$ cat src/logic/uam_pkg.sv
// Constants for the receive address-match and character config block.
// Assumes a 32-bit AXI4-Lite register bus; each register is one word.
package uam_pkg;
    // Register indices; byte address is index times four
    localparam logic [5:0] IDX_DATA = 6'h07;
    localparam logic [5:0] IDX_MATCH_ONE = 6'h08;
    localparam logic [5:0] IDX_MATCH_TWO = 6'h09;
    localparam logic [5:0] IDX_CTRL = 6'h0a;
    localparam logic [5:0] IDX_STAT = 6'h0c;
    localparam int IDX_LSB = 2;
    localparam int IDX_MSB = 7;
    // Control register fields
    localparam int CTRL_MATCH_EN_ONE_BIT = 7;
    localparam int CTRL_MATCH_EN_TWO_BIT = 6;
    localparam int CTRL_TEN_SEL_BIT = 5;
    localparam int OVS_MSB = 4;
    localparam int OVS_LSB = 0;
    localparam logic [4:0] OVS_MIN = 5'h03;
    localparam logic [4:0] OVS_DEFAULT = 5'h0f;
    // Status register fields
    localparam int STAT_NOT_EMPTY_BIT = 0;
    localparam int STAT_FULL_BIT = 1;
    localparam int STAT_OPEN_BIT = 2;
    localparam int STAT_RATIO_LSB = 8;
    localparam int STAT_RATIO_MSB = 13;
    // Reset values
    localparam logic [7:0] CTRL_RESET = 8'h0f;
    localparam logic [7:0] MATCH_RESET = 8'h00;
    localparam logic [5:0] RATIO_RESET = 6'h10;
    // Bus answers
    localparam logic [1:0] RESP_OKAY = 2'h0;
    localparam logic [1:0] RESP_SLVERR = 2'h2;
    // Data path
    localparam int CHAR_W = 8;
    localparam int FIFO_DEPTH = 4;
    typedef enum logic {FLT_CLOSED = 1'b0, FLT_OPEN = 1'b1} uam_flt_t;
endpackage : uam_pkg

$ cat src/logic/uam_fifo.sv
// Small synchronous FIFO with valid/ready on both sides.
// Assumes DEPTH is a power of two; one clock, synchronous reset.
`timescale 1ns/1ns
`default_nettype none
module uam_fifo #(
    parameter int WIDTH = 8,
    parameter int DEPTH = 4
) (
    // Clock and reset
    input wire logic aclk,
    input wire logic aresetn,
    // Fill side
    input wire logic in_valid,
    output logic in_ready,
    input wire logic [WIDTH-1:0] in_data,
    // Drain side
    output logic out_valid,
    input wire logic out_ready,
    output logic [WIDTH-1:0] out_data
);
    localparam int AW = $clog2(DEPTH);
    logic [WIDTH-1:0] mem [DEPTH];
    logic [AW-1:0] wr_ptr_q;
    logic [AW-1:0] rd_ptr_q;
    logic [AW:0] count_q;
    logic push;
    logic pop;

    assign in_ready = (count_q != (AW+1)'(DEPTH));
    assign out_valid = (count_q != '0);
    assign push = in_valid && in_ready;
    assign pop = out_valid && out_ready;
    assign out_data = mem[rd_ptr_q];

    always_ff @(posedge aclk) begin
        if (push) begin
            mem[wr_ptr_q] <= in_data;
        end
    end

    always_ff @(posedge aclk) begin
        if (!aresetn) begin
            wr_ptr_q <= '0;
            rd_ptr_q <= '0;
            count_q <= '0;
        end else begin
            if (push) begin
                wr_ptr_q <= wr_ptr_q + 1'b1;
            end
            if (pop) begin
                rd_ptr_q <= rd_ptr_q + 1'b1;
            end
            count_q <= count_q + (AW+1)'(push) - (AW+1)'(pop);
        end
    end
endmodule : uam_fifo
`default_nettype wire

$ cat src/logic/uam_top.sv
// Receive address-match filter, character format and oversampling config.
// Assumes received characters arrive from a receiver on the same clock,
// with the top bit of the character flagged separately.
//
// Decided for this implementation: register access over AXI4-Lite.
`timescale 1ns/1ns
`default_nettype none
module uam_top
    import uam_pkg::*;
(
    // Clock and reset
    input wire logic aclk,
    input wire logic aresetn,
    // AXI4-Lite write address and data
    input wire logic awvalid,
    output logic awready,
    input wire logic [7:0] awaddr,
    input wire logic wvalid,
    output logic wready,
    input wire logic [31:0] wdata,
    input wire logic [3:0] wstrb,
    // AXI4-Lite write response
    output logic bvalid,
    input wire logic bready,
    output logic [1:0] bresp,
    // AXI4-Lite read
    input wire logic arvalid,
    output logic arready,
    input wire logic [7:0] araddr,
    output logic rvalid,
    input wire logic rready,
    output logic [31:0] rdata,
    output logic [1:0] rresp,
    // Received characters
    input wire logic rx_valid,
    output logic rx_ready,
    input wire logic [7:0] rx_char,
    input wire logic rx_top_bit,
    // Configuration to shifters
    output logic ten_bit_char_select,
    output logic [5:0] ovs_ratio
);
    // ****************************************************************
    // Register state
    // ****************************************************************
    logic [7:0] match_address_one_q;
    logic [7:0] match_address_two_q;
    logic match_enable_one_q;
    logic match_enable_two_q;
    logic ten_bit_q;
    logic [4:0] ovs_field_q;
    logic [5:0] ovs_ratio_q;
    uam_flt_t flt_q;

    logic aw_have_q;
    logic w_have_q;
    logic [5:0] aw_idx_q;
    logic [7:0] wbyte_q;
    logic wstrb0_q;
    logic bvalid_q;
    logic [1:0] bresp_q;
    logic rvalid_q;
    logic [31:0] rdata_q;
    logic [1:0] rresp_q;

    logic wr_go;
    logic wr_ctrl;
    logic rd_go;
    logic [5:0] ar_idx;
    logic [4:0] ovs_new;

    // ****************************************************************
    // Receive filter and buffer
    // ****************************************************************
    logic match_on;
    logic addr_hit;
    logic keep;
    logic rx_fire;
    logic fifo_in_ready;
    logic fifo_out_valid;
    logic fifo_pop;
    logic [CHAR_W-1:0] fifo_out_data;

    assign match_on = match_enable_one_q || match_enable_two_q;
    assign addr_hit = (match_enable_one_q
                       && rx_char == match_address_one_q)
                   || (match_enable_two_q
                       && rx_char == match_address_two_q);
    // Address compare only on top-bit characters; data follows state
    assign keep = !match_on
               || (rx_top_bit ? addr_hit
                              : (flt_q == FLT_OPEN));
    // Discards never stall the receiver
    assign rx_ready = keep ? fifo_in_ready : 1'b1;
    assign rx_fire = rx_valid && rx_ready;

    always_ff @(posedge aclk) begin
        if (!aresetn) begin
            flt_q <= FLT_CLOSED;
        end else if (!match_on) begin
            flt_q <= FLT_CLOSED;
        end else if (rx_fire && rx_top_bit) begin
            flt_q <= addr_hit ? FLT_OPEN : FLT_CLOSED;
        end
    end

    uam_fifo #(
        .WIDTH(CHAR_W),
        .DEPTH(FIFO_DEPTH)
    ) u_fifo (
        .aclk(aclk),
        .aresetn(aresetn),
        .in_valid(rx_valid && keep),
        .in_ready(fifo_in_ready),
        .in_data(rx_char),
        .out_valid(fifo_out_valid),
        .out_ready(fifo_pop),
        .out_data(fifo_out_data)
    );

    // ****************************************************************
    // AXI4-Lite slave
    // ****************************************************************
    assign awready = !aw_have_q;
    assign wready = !w_have_q;
    assign arready = !rvalid_q;
    assign bvalid = bvalid_q;
    assign bresp = bresp_q;
    assign rvalid = rvalid_q;
    assign rdata = rdata_q;
    assign rresp = rresp_q;
    assign wr_go = aw_have_q && w_have_q && !bvalid_q;
    assign wr_ctrl = wr_go && aw_idx_q == IDX_CTRL && wstrb0_q;
    assign rd_go = arvalid && !rvalid_q;
    assign ar_idx = araddr[IDX_MSB:IDX_LSB];
    assign fifo_pop = rd_go && ar_idx == IDX_DATA && fifo_out_valid;
    // Out-of-range ratio is replaced, so read-back shows what is used
    assign ovs_new = (wbyte_q[OVS_MSB:OVS_LSB] < OVS_MIN) ? OVS_DEFAULT
                   : wbyte_q[OVS_MSB:OVS_LSB];

    always_ff @(posedge aclk) begin
        if (!aresetn) begin
            aw_have_q <= 1'b0;
            w_have_q <= 1'b0;
            aw_idx_q <= '0;
            wbyte_q <= '0;
            wstrb0_q <= 1'b0;
        end else begin
            if (awvalid && awready) begin
                aw_have_q <= 1'b1;
                aw_idx_q <= awaddr[IDX_MSB:IDX_LSB];
            end else if (wr_go) begin
                aw_have_q <= 1'b0;
            end
            if (wvalid && wready) begin
                w_have_q <= 1'b1;
                wbyte_q <= wdata[7:0];
                wstrb0_q <= wstrb[0];
            end else if (wr_go) begin
                w_have_q <= 1'b0;
            end
        end
    end

    always_ff @(posedge aclk) begin
        if (!aresetn) begin
            bvalid_q <= 1'b0;
            bresp_q <= RESP_OKAY;
        end else if (wr_go) begin
            bvalid_q <= 1'b1;
            bresp_q <= (aw_idx_q == IDX_MATCH_ONE
                        || aw_idx_q == IDX_MATCH_TWO
                        || aw_idx_q == IDX_CTRL) ? RESP_OKAY : RESP_SLVERR;
        end else if (bready) begin
            bvalid_q <= 1'b0;
        end
    end

    // Match addresses take writes even while enabled; safe use is
    // left to software
    always_ff @(posedge aclk) begin
        if (!aresetn) begin
            match_address_one_q <= MATCH_RESET;
            match_address_two_q <= MATCH_RESET;
        end else if (wr_go && wstrb0_q) begin
            if (aw_idx_q == IDX_MATCH_ONE) begin
                match_address_one_q <= wbyte_q;
            end
            if (aw_idx_q == IDX_MATCH_TWO) begin
                match_address_two_q <= wbyte_q;
            end
        end
    end

    always_ff @(posedge aclk) begin
        if (!aresetn) begin
            match_enable_one_q <= CTRL_RESET[CTRL_MATCH_EN_ONE_BIT];
            match_enable_two_q <= CTRL_RESET[CTRL_MATCH_EN_TWO_BIT];
            ten_bit_q <= CTRL_RESET[CTRL_TEN_SEL_BIT];
            ovs_field_q <= CTRL_RESET[OVS_MSB:OVS_LSB];
            ovs_ratio_q <= RATIO_RESET;
        end else if (wr_ctrl) begin
            match_enable_one_q <= wbyte_q[CTRL_MATCH_EN_ONE_BIT];
            match_enable_two_q <= wbyte_q[CTRL_MATCH_EN_TWO_BIT];
            ten_bit_q <= wbyte_q[CTRL_TEN_SEL_BIT];
            ovs_field_q <= ovs_new;
            ovs_ratio_q <= {1'b0, ovs_new} + 6'h01;
        end
    end

    assign ten_bit_char_select = ten_bit_q;
    assign ovs_ratio = ovs_ratio_q;

    always_ff @(posedge aclk) begin
        if (!aresetn) begin
            rvalid_q <= 1'b0;
            rdata_q <= '0;
            rresp_q <= RESP_OKAY;
        end else if (rd_go) begin
            rvalid_q <= 1'b1;
            rresp_q <= RESP_OKAY;
            rdata_q <= '0;
            unique case (ar_idx)
                IDX_DATA: begin
                    rdata_q[CHAR_W-1:0] <= fifo_out_valid ? fifo_out_data
                                                          : '0;
                end
                IDX_MATCH_ONE: begin
                    rdata_q[7:0] <= match_address_one_q;
                end
                IDX_MATCH_TWO: begin
                    rdata_q[7:0] <= match_address_two_q;
                end
                IDX_CTRL: begin
                    rdata_q[7:0] <= {match_enable_one_q, match_enable_two_q,
                                     ten_bit_q, ovs_field_q};
                end
                IDX_STAT: begin
                    rdata_q[STAT_NOT_EMPTY_BIT] <= fifo_out_valid;
                    rdata_q[STAT_FULL_BIT] <= !fifo_in_ready;
                    rdata_q[STAT_OPEN_BIT] <= (flt_q == FLT_OPEN);
                    rdata_q[STAT_RATIO_MSB:STAT_RATIO_LSB] <= ovs_ratio_q;
                end
                default: begin
                    rresp_q <= RESP_SLVERR;
                end
            endcase
        end else if (rready) begin
            rvalid_q <= 1'b0;
        end
    end
endmodule : uam_top
`default_nettype wire

$ cat config.mk
export PLATFORM = sky130hd
export DESIGN_NAME = uam_top
export DESIGN_NICKNAME = d
export VERILOG_FILES = /design/src/logic/uam_pkg.sv /design/src/logic/uam_fifo.sv /design/src/logic/uam_top.sv
export SDC_FILE = /design/constraint.sdc
export NUM_CORES = 1
export LEC_CHECK = 0
export ABC_AREA = 0
export BUFFER_PORTS_ARGS = -buffer_cell sky130_fd_sc_hd__clkbuf_2
export CORE_ASPECT_RATIO = 2
export CORE_MARGIN = 4
export CORE_UTILIZATION = 30
export DETAILED_ROUTE_END_ITERATION = 8
export SLEW_MARGIN = 10
export SYNTH_ARGS = -nofsm -noshare
export SYNTH_HDL_FRONTEND = slang
export SYNTH_SLANG_ARGS = --single-unit
$ cat constraint.sdc
create_clock -name aclk -period 2.9 [get_ports aclk]
set_input_delay 0.29 -clock aclk [delete_from_list [all_inputs] [get_ports aclk]]
set_output_delay 0.29 -clock aclk [all_outputs]
set_load 0.02 [all_outputs]
* Word level (Yosys, flattened, before mapping)
Memory sizes are Yosys's and may differ from the RTL's. A register that Yosys moved wholly into a read port is not among the register bits. Cells that the tools add are included.
Storage, ports and cells: logic and storage cells 97, memories 1, memory bits (writable) 32, bits in registers 75, output and inout port bits 49
Memories:
- u_fifo.mem | depth 4, bits a word 8, rd ports 1, clocked after memory_dff 1, write ports 1, RTL line uam_fifo.sv:22 | logic [WIDTH-1:0] mem [DEPTH];
Cells by class: equal/unequal tests 11, reductions and logical operators 37, mux-type cells 21, add/subtract/negate cells 5, order comparisons 1
Operators by type and width (count):
- $eq 6x4->1 const B | 7
- $pmux 5 s4 | 1
- $logic_and 1x1->1 | 17
- $eq 8x8->1 | 2
- $pmux 3 s5 | 1
- $mux 1 | 12
- $mux 2 | 4
- $mux 8 | 1
- $reduce_bool 2->1 | 4
- $add 5x1->6 const B | 1
- $eq 6x3->1 const B | 1
- $logic_not 1->1 | 6
- $mux 6 | 1
- $reduce_and 2->1 | 3
- $logic_or 1x1->1 | 5
- $lt 5x2->1 const B | 1
- $mux 5 | 1
- $reduce_or 5->1 | 1
- $add 2x1->2 const B | 2
- $add 3x1->3 | 1
- $ne 3x3->1 const B | 1
- $reduce_bool 3->1 | 1
- $sub 3x1->3 | 1

* Depth between registers and ports, before layout
Gate-level depths: netlist of the first run.
word-level depth 9, gate-level depth with buffers 10, mapped depth without buffers 10

* Cells and area by module
A second synthesis of the first run with hierarchy kept.
Unflattened totals: cell total of the unflattened synthesis 468, area, all modules 4986.0 um2
By module, submodules not included:
- uam_top | cells an instance 378, sequential area each 1321.3 um2, instances 1, area an instance 3353.2 um2
- uam_fifo | cells an instance 90, sequential area each 1141.1 um2, instances 1, area an instance 1632.8 um2

* Least setup slack after synthesis of the first run
Ideal clock, no wire load.
path kind register to register, start reg u_fifo.count_q[2], end reg u_fifo.count_q[2], data required time 2.785 ns, arrival 2.411 ns, buffers on the path 0, setup slack 0.374 ns, stages on the path, launching flop included 10, cell sequence dfxtp_1 or3b_2 and3_1 nor3_2 inv_1 ha_1 fa_1 xnor2_1 xnor2_1 and2_1
On the way: longest elaborated chain between the ends 4, elaborated cells between the ends (all ways) 7, classes of those cells 2 x add/sub; 1 x eq/ne; 4 x reduce/logical
RTL lines:
- start: declaration | RTL line uam_fifo.sv:25 | logic [AW:0] count_q;
- start signal: assignment | RTL line uam_fifo.sv:53 | count_q <= count_q + (AW+1)'(push) - (AW+1)'(pop);
- $ne 3x3->1 | RTL line uam_fifo.sv:29 | assign in_ready = (count_q != (AW+1)'(DEPTH));
- $logic_and 1x1->1 | RTL line uam_fifo.sv:31 | assign push = in_valid && in_ready;
- net u_fifo.push | RTL line uam_fifo.sv:26 | logic push;
- $add 3x1->3 | RTL line uam_fifo.sv:53
- $sub 3x1->3 | RTL line uam_fifo.sv:53
The timed path passes the listed nets, and every way through them passes these cells. A chain may end at the register's enable or synchronous reset.

* Worst setup path in the final report of the first run
Ends and elaborated chain as after synthesis.

==> results.ini, run 1 <==
[status]
status = finished, final reports clean

[die]
initial_core_util = 0.304
die_w_um = 98.9
rows = 66
die_h_um = 190
die_area_um2 = 18800
ios = 118
core_um2 = 16300

[synthesis]
synth_commonest_cells = dfxtp_1, nand2_1, edfxtp_1
syn_area_um2 = 4950
synth_edf_count = 32
yosysSeqAreaShare = 0.497
synth.avg_cell_area_um2 = 10.2
ys_warn_count = 0
synth_cell_types = 51
syn_inst = 485
async_flop_share = 0
synth_top_area_share = 0.303
synth.largest_area_cell = dfxtp_1
synth-main-ff-cell = dfxtp_1
yosysMostFrequentCell = dfxtp_1
synth_seq_cells = 107
synth_area_leaders = dfxtp_1, edfxtp_1, nand2_1

[setup_path]
worstPathRequired_ps = 3140
worstReg2RegStart = u_fifo.count_q[2]
r2r_slack_ps = 390
ff2ff_path_depth = 10
endpoint_kind = flop
reg2reg_to = u_fifo.count_q[2]
cp.arrival_ps = 2750
path_cells = or3b_2 -> nand3_1 -> nor4_1 -> nor3_2 -> inv_1 -> ha_1 -> fa_1 -> xnor2_1 -> xnor2_1 -> and2_1
crit_path_start_kind = flop
cp_common_cell = xnor2_1
critPathMaxFanout = 4
crit_slowest_cell = or3b_2
worstSetupPathType = flop to flop
cpPeakStageDelay_ps = 510

[clock_network]
cts.hold.buffers_added = 0
htreeDepth = 3
clockBufferDepth = 2
postCtsSetupBuffers = 0
ctsRootBufferMaster = clkbuf_16
cts_buffers = 9
clk_pin_slew_ps = 70
cts_resized = 0
numClockSinks = 107
cts_tree = built
insertion_delay_ps = 350

[global_route]
grt_pass1_vias = 3538
grt-ovfl-total = 0
antenna_found_initial = 0
grt_first_pass_wirelength_um = 18200
gr-usage-all-layers = 0.124
grt_max_degree = 31

[cells_and_area]
post_route_cells_drive_above_1_share = 0.203
finalNetCount = 624
area_growth_pct = 15.2
fin_cells = 756
antenna_cells = 0

[timing]
slew_violations = 0
finalCritPeriodShare = 0.867
fmax_mhz = 398
rsz0062_at_grt = false
fin_skew_ps = 8.16
fin_crit_ps = 2510
max_slew_margin = 0.439
setup_viol = 0
hold_viol = 0
worst_pin_slew_ps = 834
tns_ps = 0

[hold_path]
hold_end = wstrb0_q
hold_class = input port to flop
hp-start = wstrb[0]
holdPathStages = 3

[detailed_routing]
drt_pass1_iterations = 4
viasPerCell = 4.71
drc = 0
drt_iter0_markers = 108
ant_nets = 0
wl_um = 11500
vias = 3562
avgRoutedWirePerCell_um = 15.2

[pwr]
ir_worst_vdd_v = 0.000288
leakage_nw = 2.10
power_density_nw_per_um2 = 564

[placement]
hpwlAfterDp_um = 9240
dp_cells = 740
port-buffer-count = 66
place_congestion = 0.849

[flow_run]
maxCapViolations = 0

power by group:
group | switching [mW] | internal, mW | total, mW
registers | 0.0512 | 1.63 | 1.68
logic | 0.252 | 0.182 | 0.434
clock network | 0.526 | 0.577 | 1.10
total | 0.829 | 2.39 | 3.22
worst max-delay path by stage:
stage / start / endpoint
after floorplan: u_fifo.count_q[2] / u_fifo.count_q[2]
final: u_fifo.count_q[2] / u_fifo.count_q[2]
after CTS: u_fifo.count_q[2] / u_fifo.count_q[2]
after detailed placement: u_fifo.count_q[2] / u_fifo.count_q[2]
after global routing: u_fifo.count_q[2] / u_fifo.count_q[2]
after global placement: u_fifo.count_q[2] / u_fifo.count_q[2]
metrics by stage:
| step | instance area (um2) | power, mW | utilization | setup WS (ps) | hold WS [ps] |
|---|---|---|---|---|---|
| finish | 5710 | 3.22 | 0.351 | 386 | 169 |
| global placement | 5440 | 2.14 | 0.335 | 449 | 451 |
| global route | 5710 | 3.37 | 0.351 | 258 | 175 |
| detailed placement | 5440 | 2.16 | 0.335 | 377 | 461 |
| CTS | 5710 | 3.26 | 0.351 | 359 | 160 |
| floorplan | 5020 | 2.02 | - | 374 | 389 |
critical path, delay by kind of cell (launching register included):
| kind | cells | cell delay [ps] |
|---|---|---|
| adder cells (fa/ha/maj) | 2 | 590 |
| AND/OR/NAND/NOR | 5 | 1110 |
| flip-flops | 1 | 370 |
| XOR/XNOR | 2 | 270 |
| buffers and inverters | 1 | 70 |
cells in the final DEF, fill, tap and decap left out, types with 6 or more instances in the layout:
| cell type | n |
|---|---|
| and2_1 | 11 |
| xnor2_1 | 20 |
| conb_1 | 20 |
| ha_1 | 7 |
| o21ai_0 | 19 |
| edfxtp_1 | 32 |
| nor3_1 | 6 |
| mux4_2 | 8 |
| nor3b_1 | 9 |
| a31oi_1 | 6 |
| nor2b_1 | 23 |
| mux2i_1 | 24 |
| clkbuf_2 | 66 |
| nor2_1 | 19 |
| inv_1 | 14 |
| a21boi_0 | 29 |
| nand3_1 | 14 |
| nand2_1 | 74 |
| buf_4 | 13 |
| dfxtp_1 | 75 |
| clkbuf_16 | 9 |
cells by family (layout without fill, tap and decap cells):
family,count (synthesis),count (layout),share of synthesized area
AND/OR/NAND/NOR,179,179,0.187
flip-flops,107,107,0.497
AO/OA/AOI/OAI,74,74,0.104
buffers and inverters,61,109,0.0639
multiplexers,32,32,0.0849
XOR/XNOR,22,22,0.0389
adder cells (fa/ha/maj),9,9,0.0237
other,1,20,0.000757
state kept, by name, summed over array words and instances (netlist names), 2 cells and up, named ones only:
register,cells
rdata,14
u_fifo.rd_ptr_q,2
wbyte_q,8
match_address_one_q,8
u_fifo.mem,32
ovs_field_q,5
ovs_ratio,6
aw_idx_q,6
u_fifo.count_q,3
u_fifo.wr_ptr_q,2
match_address_two_q,8
final cells by class:
type | instances | area (um2)
well taps | 204 | 255
fillers | 1624 | 10600
clock inverters | 5 | 30.0
flip-flops and latches | 107 | 2460
clock buffers | 11 | 233
multi-input cells | 336 | 2250
repair buffers | 79 | 428
inverters | 14 | 52.6
layer usage:
metal	routed length, um	track usage
met5	0	0
met4	249	0.0458
met2	6550	0.245
met3	455	0.0206
met1	4210	0.126
(Power assumes the default switching activity.)
==> inputs of run 2 (changes only) <==
GPL_TIMING_DRIVEN = 0   (was default)
MAX_ROUTING_LAYER = met4   (was default)
==> run 2 against run 1 <==
Against the previous run: core utilization rose by 1.2 points; sequential cell count did not move; sequential power barely moved; hold slack got worse by 14 ps; largest power group unchanged.
==> results.ini, run 2 (synthesis results as in run 1) <==
[status]
status = finished, final reports clean

[timing]
hold_viol = 0  ; unchanged
fin_skew_ps = 12.3  ; +4.13 ps
fin_crit_ps = 2620  ; +106 ps
worst_pin_slew_ps = 884  ; +49.7 ps
finalCritPeriodShare = 0.904  ; +0.0366
slew_violations = 0  ; unchanged
setup_viol = 0  ; unchanged
rsz0062_at_grt = false
fmax_mhz = 382  ; -4.1%
max_slew_margin = 0.406  ; -0.0334
fin_hold_ws_ps = 155  ; -14.0 ps
worst_slack_ps = 280  ; -106 ps
tns_ps = 0  ; unchanged

[detailed_routing]
wl_um = 12500  ; +9.2%
drt_pass1_iterations = 4  ; unchanged
viasPerCell = 4.59  ; -2.5%
drt_iter0_markers = 158  ; +46%
routed.top_layer = met4
wl_met1_um = 4600  ; +9.4%
ant_nets = 0  ; unchanged
met2_length_um = 7020  ; +7.1%
met3_wirelength_um = 529  ; +16%
drc = 0  ; unchanged
avgRoutedWirePerCell_um = 15.8  ; +4.5%
vias = 3628  ; +1.9%

[pwr]
ir_worst_vdd_v = 0.000247  ; -14%
leakage_nw = 2.22  ; +5.8%
finalPower_mw = 3.33  ; +3.5%
power_density_nw_per_um2 = 565  ; +0.11%

[placement]
dp_cells = 773  ; +4.5%
pre_cts_slack_ps = -85.0  ; -461 ps
port-buffer-count = 65  ; -1.5%
place_congestion = 0.920  ; +8.4%
hpwlAfterDp_um = 9990  ; +8.1%

[clock_network]
clk_pin_slew_ps = 80  ; about the same
numClockSinks = 107  ; unchanged
insertion_delay_ps = 350  ; about the same
clockBufferDepth = 2  ; unchanged
cts.hold.buffers_added = 0  ; unchanged
cts_buffers = 9  ; unchanged
htreeDepth = 3  ; unchanged
cts_tree = built
ctsRootBufferMaster = clkbuf_16

[cells_and_area]
finalNetCount = 658  ; +5.4%
largest_reg_flops = 32  ; unchanged
area_growth_pct = 19.1
post_route_cells_drive_above_1_share = 0.218  ; +0.0155
final_cell_mix = dfxtp_1, nand2_1, clkbuf_2
fillers = 1614  ; -0.62%
top_register = u_fifo.mem
antenna_cells = 0  ; unchanged
final_common_cell = dfxtp_1
fin_cells = 790  ; +4.5%

[die]
ios = 118  ; unchanged
die_w_um = 98.9  ; unchanged
die_h_um = 190  ; unchanged
initial_core_util = 0.304  ; unchanged
die_area_um2 = 18800  ; unchanged
rows = 66  ; unchanged
core_um2 = 16300  ; unchanged

[global_route]
grt_first_pass_wirelength_um = 19800  ; +9.0%
grt-ovfl-total = 0  ; unchanged
grt_max_degree = 20  ; -35%
gr-usage-all-layers = 0.141  ; +0.0175
grt_pass1_vias = 3721  ; +5.2%
antenna_found_initial = 0  ; unchanged

[setup_path]
worstSetupPathType = flop to flop
ff2ff_path_depth = 10  ; unchanged
critPathMaxFanout = 9  ; +5
crit_path_start_kind = flop
reg2reg_to = u_fifo.count_q[2]
worstReg2RegStart = u_fifo.count_q[2]
r2r_slack_ps = 280  ; -110 ps
worstPathRequired_ps = 3140  ; about the same
cp.arrival_ps = 2860  ; +110 ps
endpoint_kind = flop

[hold_path]
hold_class = input port to flop
hp-start = awvalid
holdPathStages = 3  ; unchanged
hold_end = aw_have_q

[flow_run]
maxCapViolations = 0  ; unchanged

==> run 2: cell types whose count changed in the layout (fill, tap and decap cells not counted), sizes merged <==
cell	delta
clkbuf	+18
inv	+4
buf	+15
clkinvlp	-3
==> run 2: worst max-delay path: stages, from the launching register on <==
cell and delay, ps:
dfxtp_1 370, nor3_1 100, nor4_2 590, and2_1 290, ha_1 150, inv_1 40
ha_1 180, fa_1 370, xnor2_1 150, xnor2_1 120, and2_1 150
==> run 2: layer usage <==
| layer | GRT usage | vias to the layer above |
|---|---|---|
| met1 | 0.142 | 1695 |
| met5 | - | - |
| met2 | 0.261 | 93 |
| li1 | - | 1823 |
| met4 | 0.0626 | 0 |
| met3 | 0.0261 | 17 |
==> run 2: power breakdown <==
| group | switching [mW] | internal, mW | leakage, nW |
|---|---|---|---|
| registers | 0.0445 | 1.63 | 0.903 |
| clock network | 0.578 | 0.605 | 0.143 |
| logic | 0.280 | 0.192 | 1.18 |
==> run 2: what timing repair did <==
action                                 in CTS  in global routing
resized for setup                           0                  0
setup endpoints to repair                   1                  0
endpoints found under the hold margin       0                  0
setup buffers                               1                  0
==> run 2: layout make-up <==
cell class / count / area, um2 / area share
clock buffer: 10 / 230 / 0.0390
timing repair buffer: 66 / 333 / 0.0564
multi-input combinational: 336 / 2250 / 0.381
buffer: 47 / 264 / 0.0448
tap: 204 / 255 / 0.0433
clock inverter: 6 / 55.1 / 0.00933
sequential: 107 / 2460 / 0.417
inverter: 14 / 52.6 / 0.00891
==> run 2: worst max-delay path by stage <==
stage                           start                 to  cells past startpoint
floorplan           u_fifo.count_q[2]  u_fifo.count_q[2]                      9
global placement    u_fifo.count_q[2]  u_fifo.count_q[2]                     10
detailed placement  u_fifo.count_q[2]  u_fifo.count_q[2]                     10
CTS                 u_fifo.count_q[2]  u_fifo.count_q[2]                     10
global route        u_fifo.count_q[2]  u_fifo.count_q[2]                     10
finish              u_fifo.count_q[2]  u_fifo.count_q[2]                     10
==> run 2: through the flow <==
step | instance area (um2) | util
floorplan | 5020 | -
global placement | 5610 | 0.345
detailed placement | 5610 | 0.345
CTS | 5900 | 0.363
global route | 5900 | 0.363
finish | 5900 | 0.363
==> inputs of run 3 (changes only) <==
BUFFER_PORTS_ARGS = default   (was -buffer_cell sky130_fd_sc_hd__clkbuf_2)
DONT_BUFFER_PORTS = 1   (was default)
==> run 3 against run 2 <==
Against the previous run: die area stayed put; first-iteration DRC count fell by 13%; final cell count down 8.2%; critical path depth unchanged; power rose by 2.7%; routed wire length is 0.42% lower; via count down 4.8%; worst setup slack got worse by 47 ps; critical path type unchanged; largest cell class unchanged.
==> results.ini, run 3 (synthesis results as in run 1) <==
[cells_and_area]
finalNetCount = 593  ; -9.9%
largest_reg_flops = 32  ; unchanged
top_register = u_fifo.mem
fin_cells = 725  ; -8.2%
area_growth_pct = 13.3
antenna_cells = 0  ; unchanged
final_common_cell = dfxtp_1
stdcell_area_um2 = 5610  ; -4.8%
post_route_cells_drive_above_1_share = 0.121  ; -0.0975
final_cell_mix = dfxtp_1, nand2_1, edfxtp_1
fillers = 1613  ; -0.062%

[detailed_routing]
drc = 0  ; unchanged
avgRoutedWirePerCell_um = 17.2  ; +8.5%
viasPerCell = 4.76  ; +3.7%
vias = 3454  ; -4.8%
wl_um = 12500  ; -0.42%
drt_pass1_iterations = 4  ; unchanged
ant_nets = 0  ; unchanged
drt_iter0_markers = 137  ; -13%

[setup_path]
crit_path_start_kind = flop
worstPathRequired_ps = 3150  ; about the same
endpoint_kind = flop
worstSetupPathType = flop to flop
critPathMaxFanout = 9  ; unchanged
cp.arrival_ps = 2920  ; +60 ps

[global_route]
gr-usage-all-layers = 0.138  ; -0.00352
grt-ovfl-total = 0  ; unchanged
antenna_found_initial = 0  ; unchanged
grt_max_degree = 19  ; -5.0%
grt_pass1_vias = 3567  ; -4.1%
grt_first_pass_wirelength_um = 19400  ; -2.1%

[placement]
place_congestion = 0.902  ; -2.0%
placed_cell_area_um2 = 5280  ; -5.8%
hpwlAfterDp_um = 9900  ; -0.83%
port-buffer-count = 0  ; -100%
dp_cells = 708  ; -8.4%
pre_cts_slack_ps = -66.2  ; +18.8 ps

[clock_network]
clockBufferDepth = 2  ; unchanged
clk_pin_slew_ps = 80  ; about the same
htreeDepth = 3  ; unchanged
ctsRootBufferMaster = clkbuf_16
numClockSinks = 107  ; unchanged
cts_buffers = 9  ; unchanged
insertion_delay_ps = 350  ; about the same
cts_tree = built

[timing]
fin_crit_ps = 2670  ; +46.7 ps
worst_slack_ps = 233  ; -46.7 ps
max_slew_margin = 0.342  ; -0.0637
hold_viol = 0  ; unchanged
finalCritPeriodShare = 0.920  ; +0.0161
setup_viol = 0  ; unchanged
worst_pin_slew_ps = 979  ; +94.9 ps
slew_violations = 0  ; unchanged
rsz0062_at_grt = false
fin_skew_ps = 8.54  ; -3.75 ps
fmax_mhz = 375  ; -1.8%
tns_ps = 0  ; unchanged

[pwr]
finalPower_mw = 3.42  ; +2.7%
leakage_nw = 1.96  ; -12%
ir_worst_vdd_v = 0.000275  ; +11%
power_density_nw_per_um2 = 610  ; +8.0%

[die]
core_um2 = 16300  ; unchanged
die_area_um2 = 18800  ; unchanged
die_h_um = 190  ; unchanged
ios = 118  ; unchanged
die_w_um = 98.9  ; unchanged
rows = 66  ; unchanged
initial_core_util = 0.304  ; unchanged

[flow_run]
maxCapViolations = 0  ; unchanged

[hold_path]
hold_class = input port to flop

[status]
status = finished, final reports clean

## run 3: cell types whose count changed in the layout (fill, tap and decap cells not counted)
cell	change
clkinvlp_2	+1
bufinv_16	+2
inv_8	-1
clkbuf_2	-66
inv_6	-2
clkinv_4	+1
## run 3: final cells by class
cell class,count,area (um2),share of cell area
flip-flops and latches,107,2460,0.439
multi-input cells,336,2250,0.400
plain buffers,47,264,0.0470
well taps,204,255,0.0455
clock buffers,9,225,0.0401
clock inverters,7,100,0.0178
inverters,14,52.6,0.00936
repair buffers,1,7.51,0.00134
## run 3: what timing repair did
item	in CTS	in global routing
hold buffers	0	0
resized for setup	0	0
buffers inserted	1	0
setup endpoints to repair	1	0
## run 3: per-layer routing
layer  wire length (um)  track usage
met1               4540        0.138
met2               6790        0.253
met3                667       0.0250
met4                465       0.0647
met5                  0            -
## run 3: worst max-delay path, cell delays in order (launching register included)
cell and delay (ps):
dfxtp_1 370, nor3_1 110, nor4_2 650, and2_1 280
ha_1 140, inv_1 30, ha_1 190, fa_1 370
xnor2_1 150, xnor2_1 120, and2_1 150
## run 3: per-stage QoR
step	utilization	hold slack [ps]
floorplan	-	389
CTS	0.345	19.7
detailed placement	0.325	390
global placement	0.325	390
finish	0.345	27.9
global route	0.345	20.6
## run 3: worst paths after layout
kind                                   startpoint                 to  slack (ps)  cells after the start
worst min-delay path                     rx_valid              flt_q          30                      1
worst max-delay path            u_fifo.count_q[2]  u_fifo.count_q[2]         230                     10
worst min register to register           wstrb0_q           wstrb0_q         480                      2
worst max register to register  u_fifo.count_q[2]  u_fifo.count_q[2]         230                     10
## run 3: where the power goes
part	total (mW)	internal, mW	leakage (nW)	switching [mW]
Combinational	0.402	0.166	0.897	0.236
Sequential	1.69	1.63	0.903	0.0597
Clock	1.33	0.763	0.156	0.568
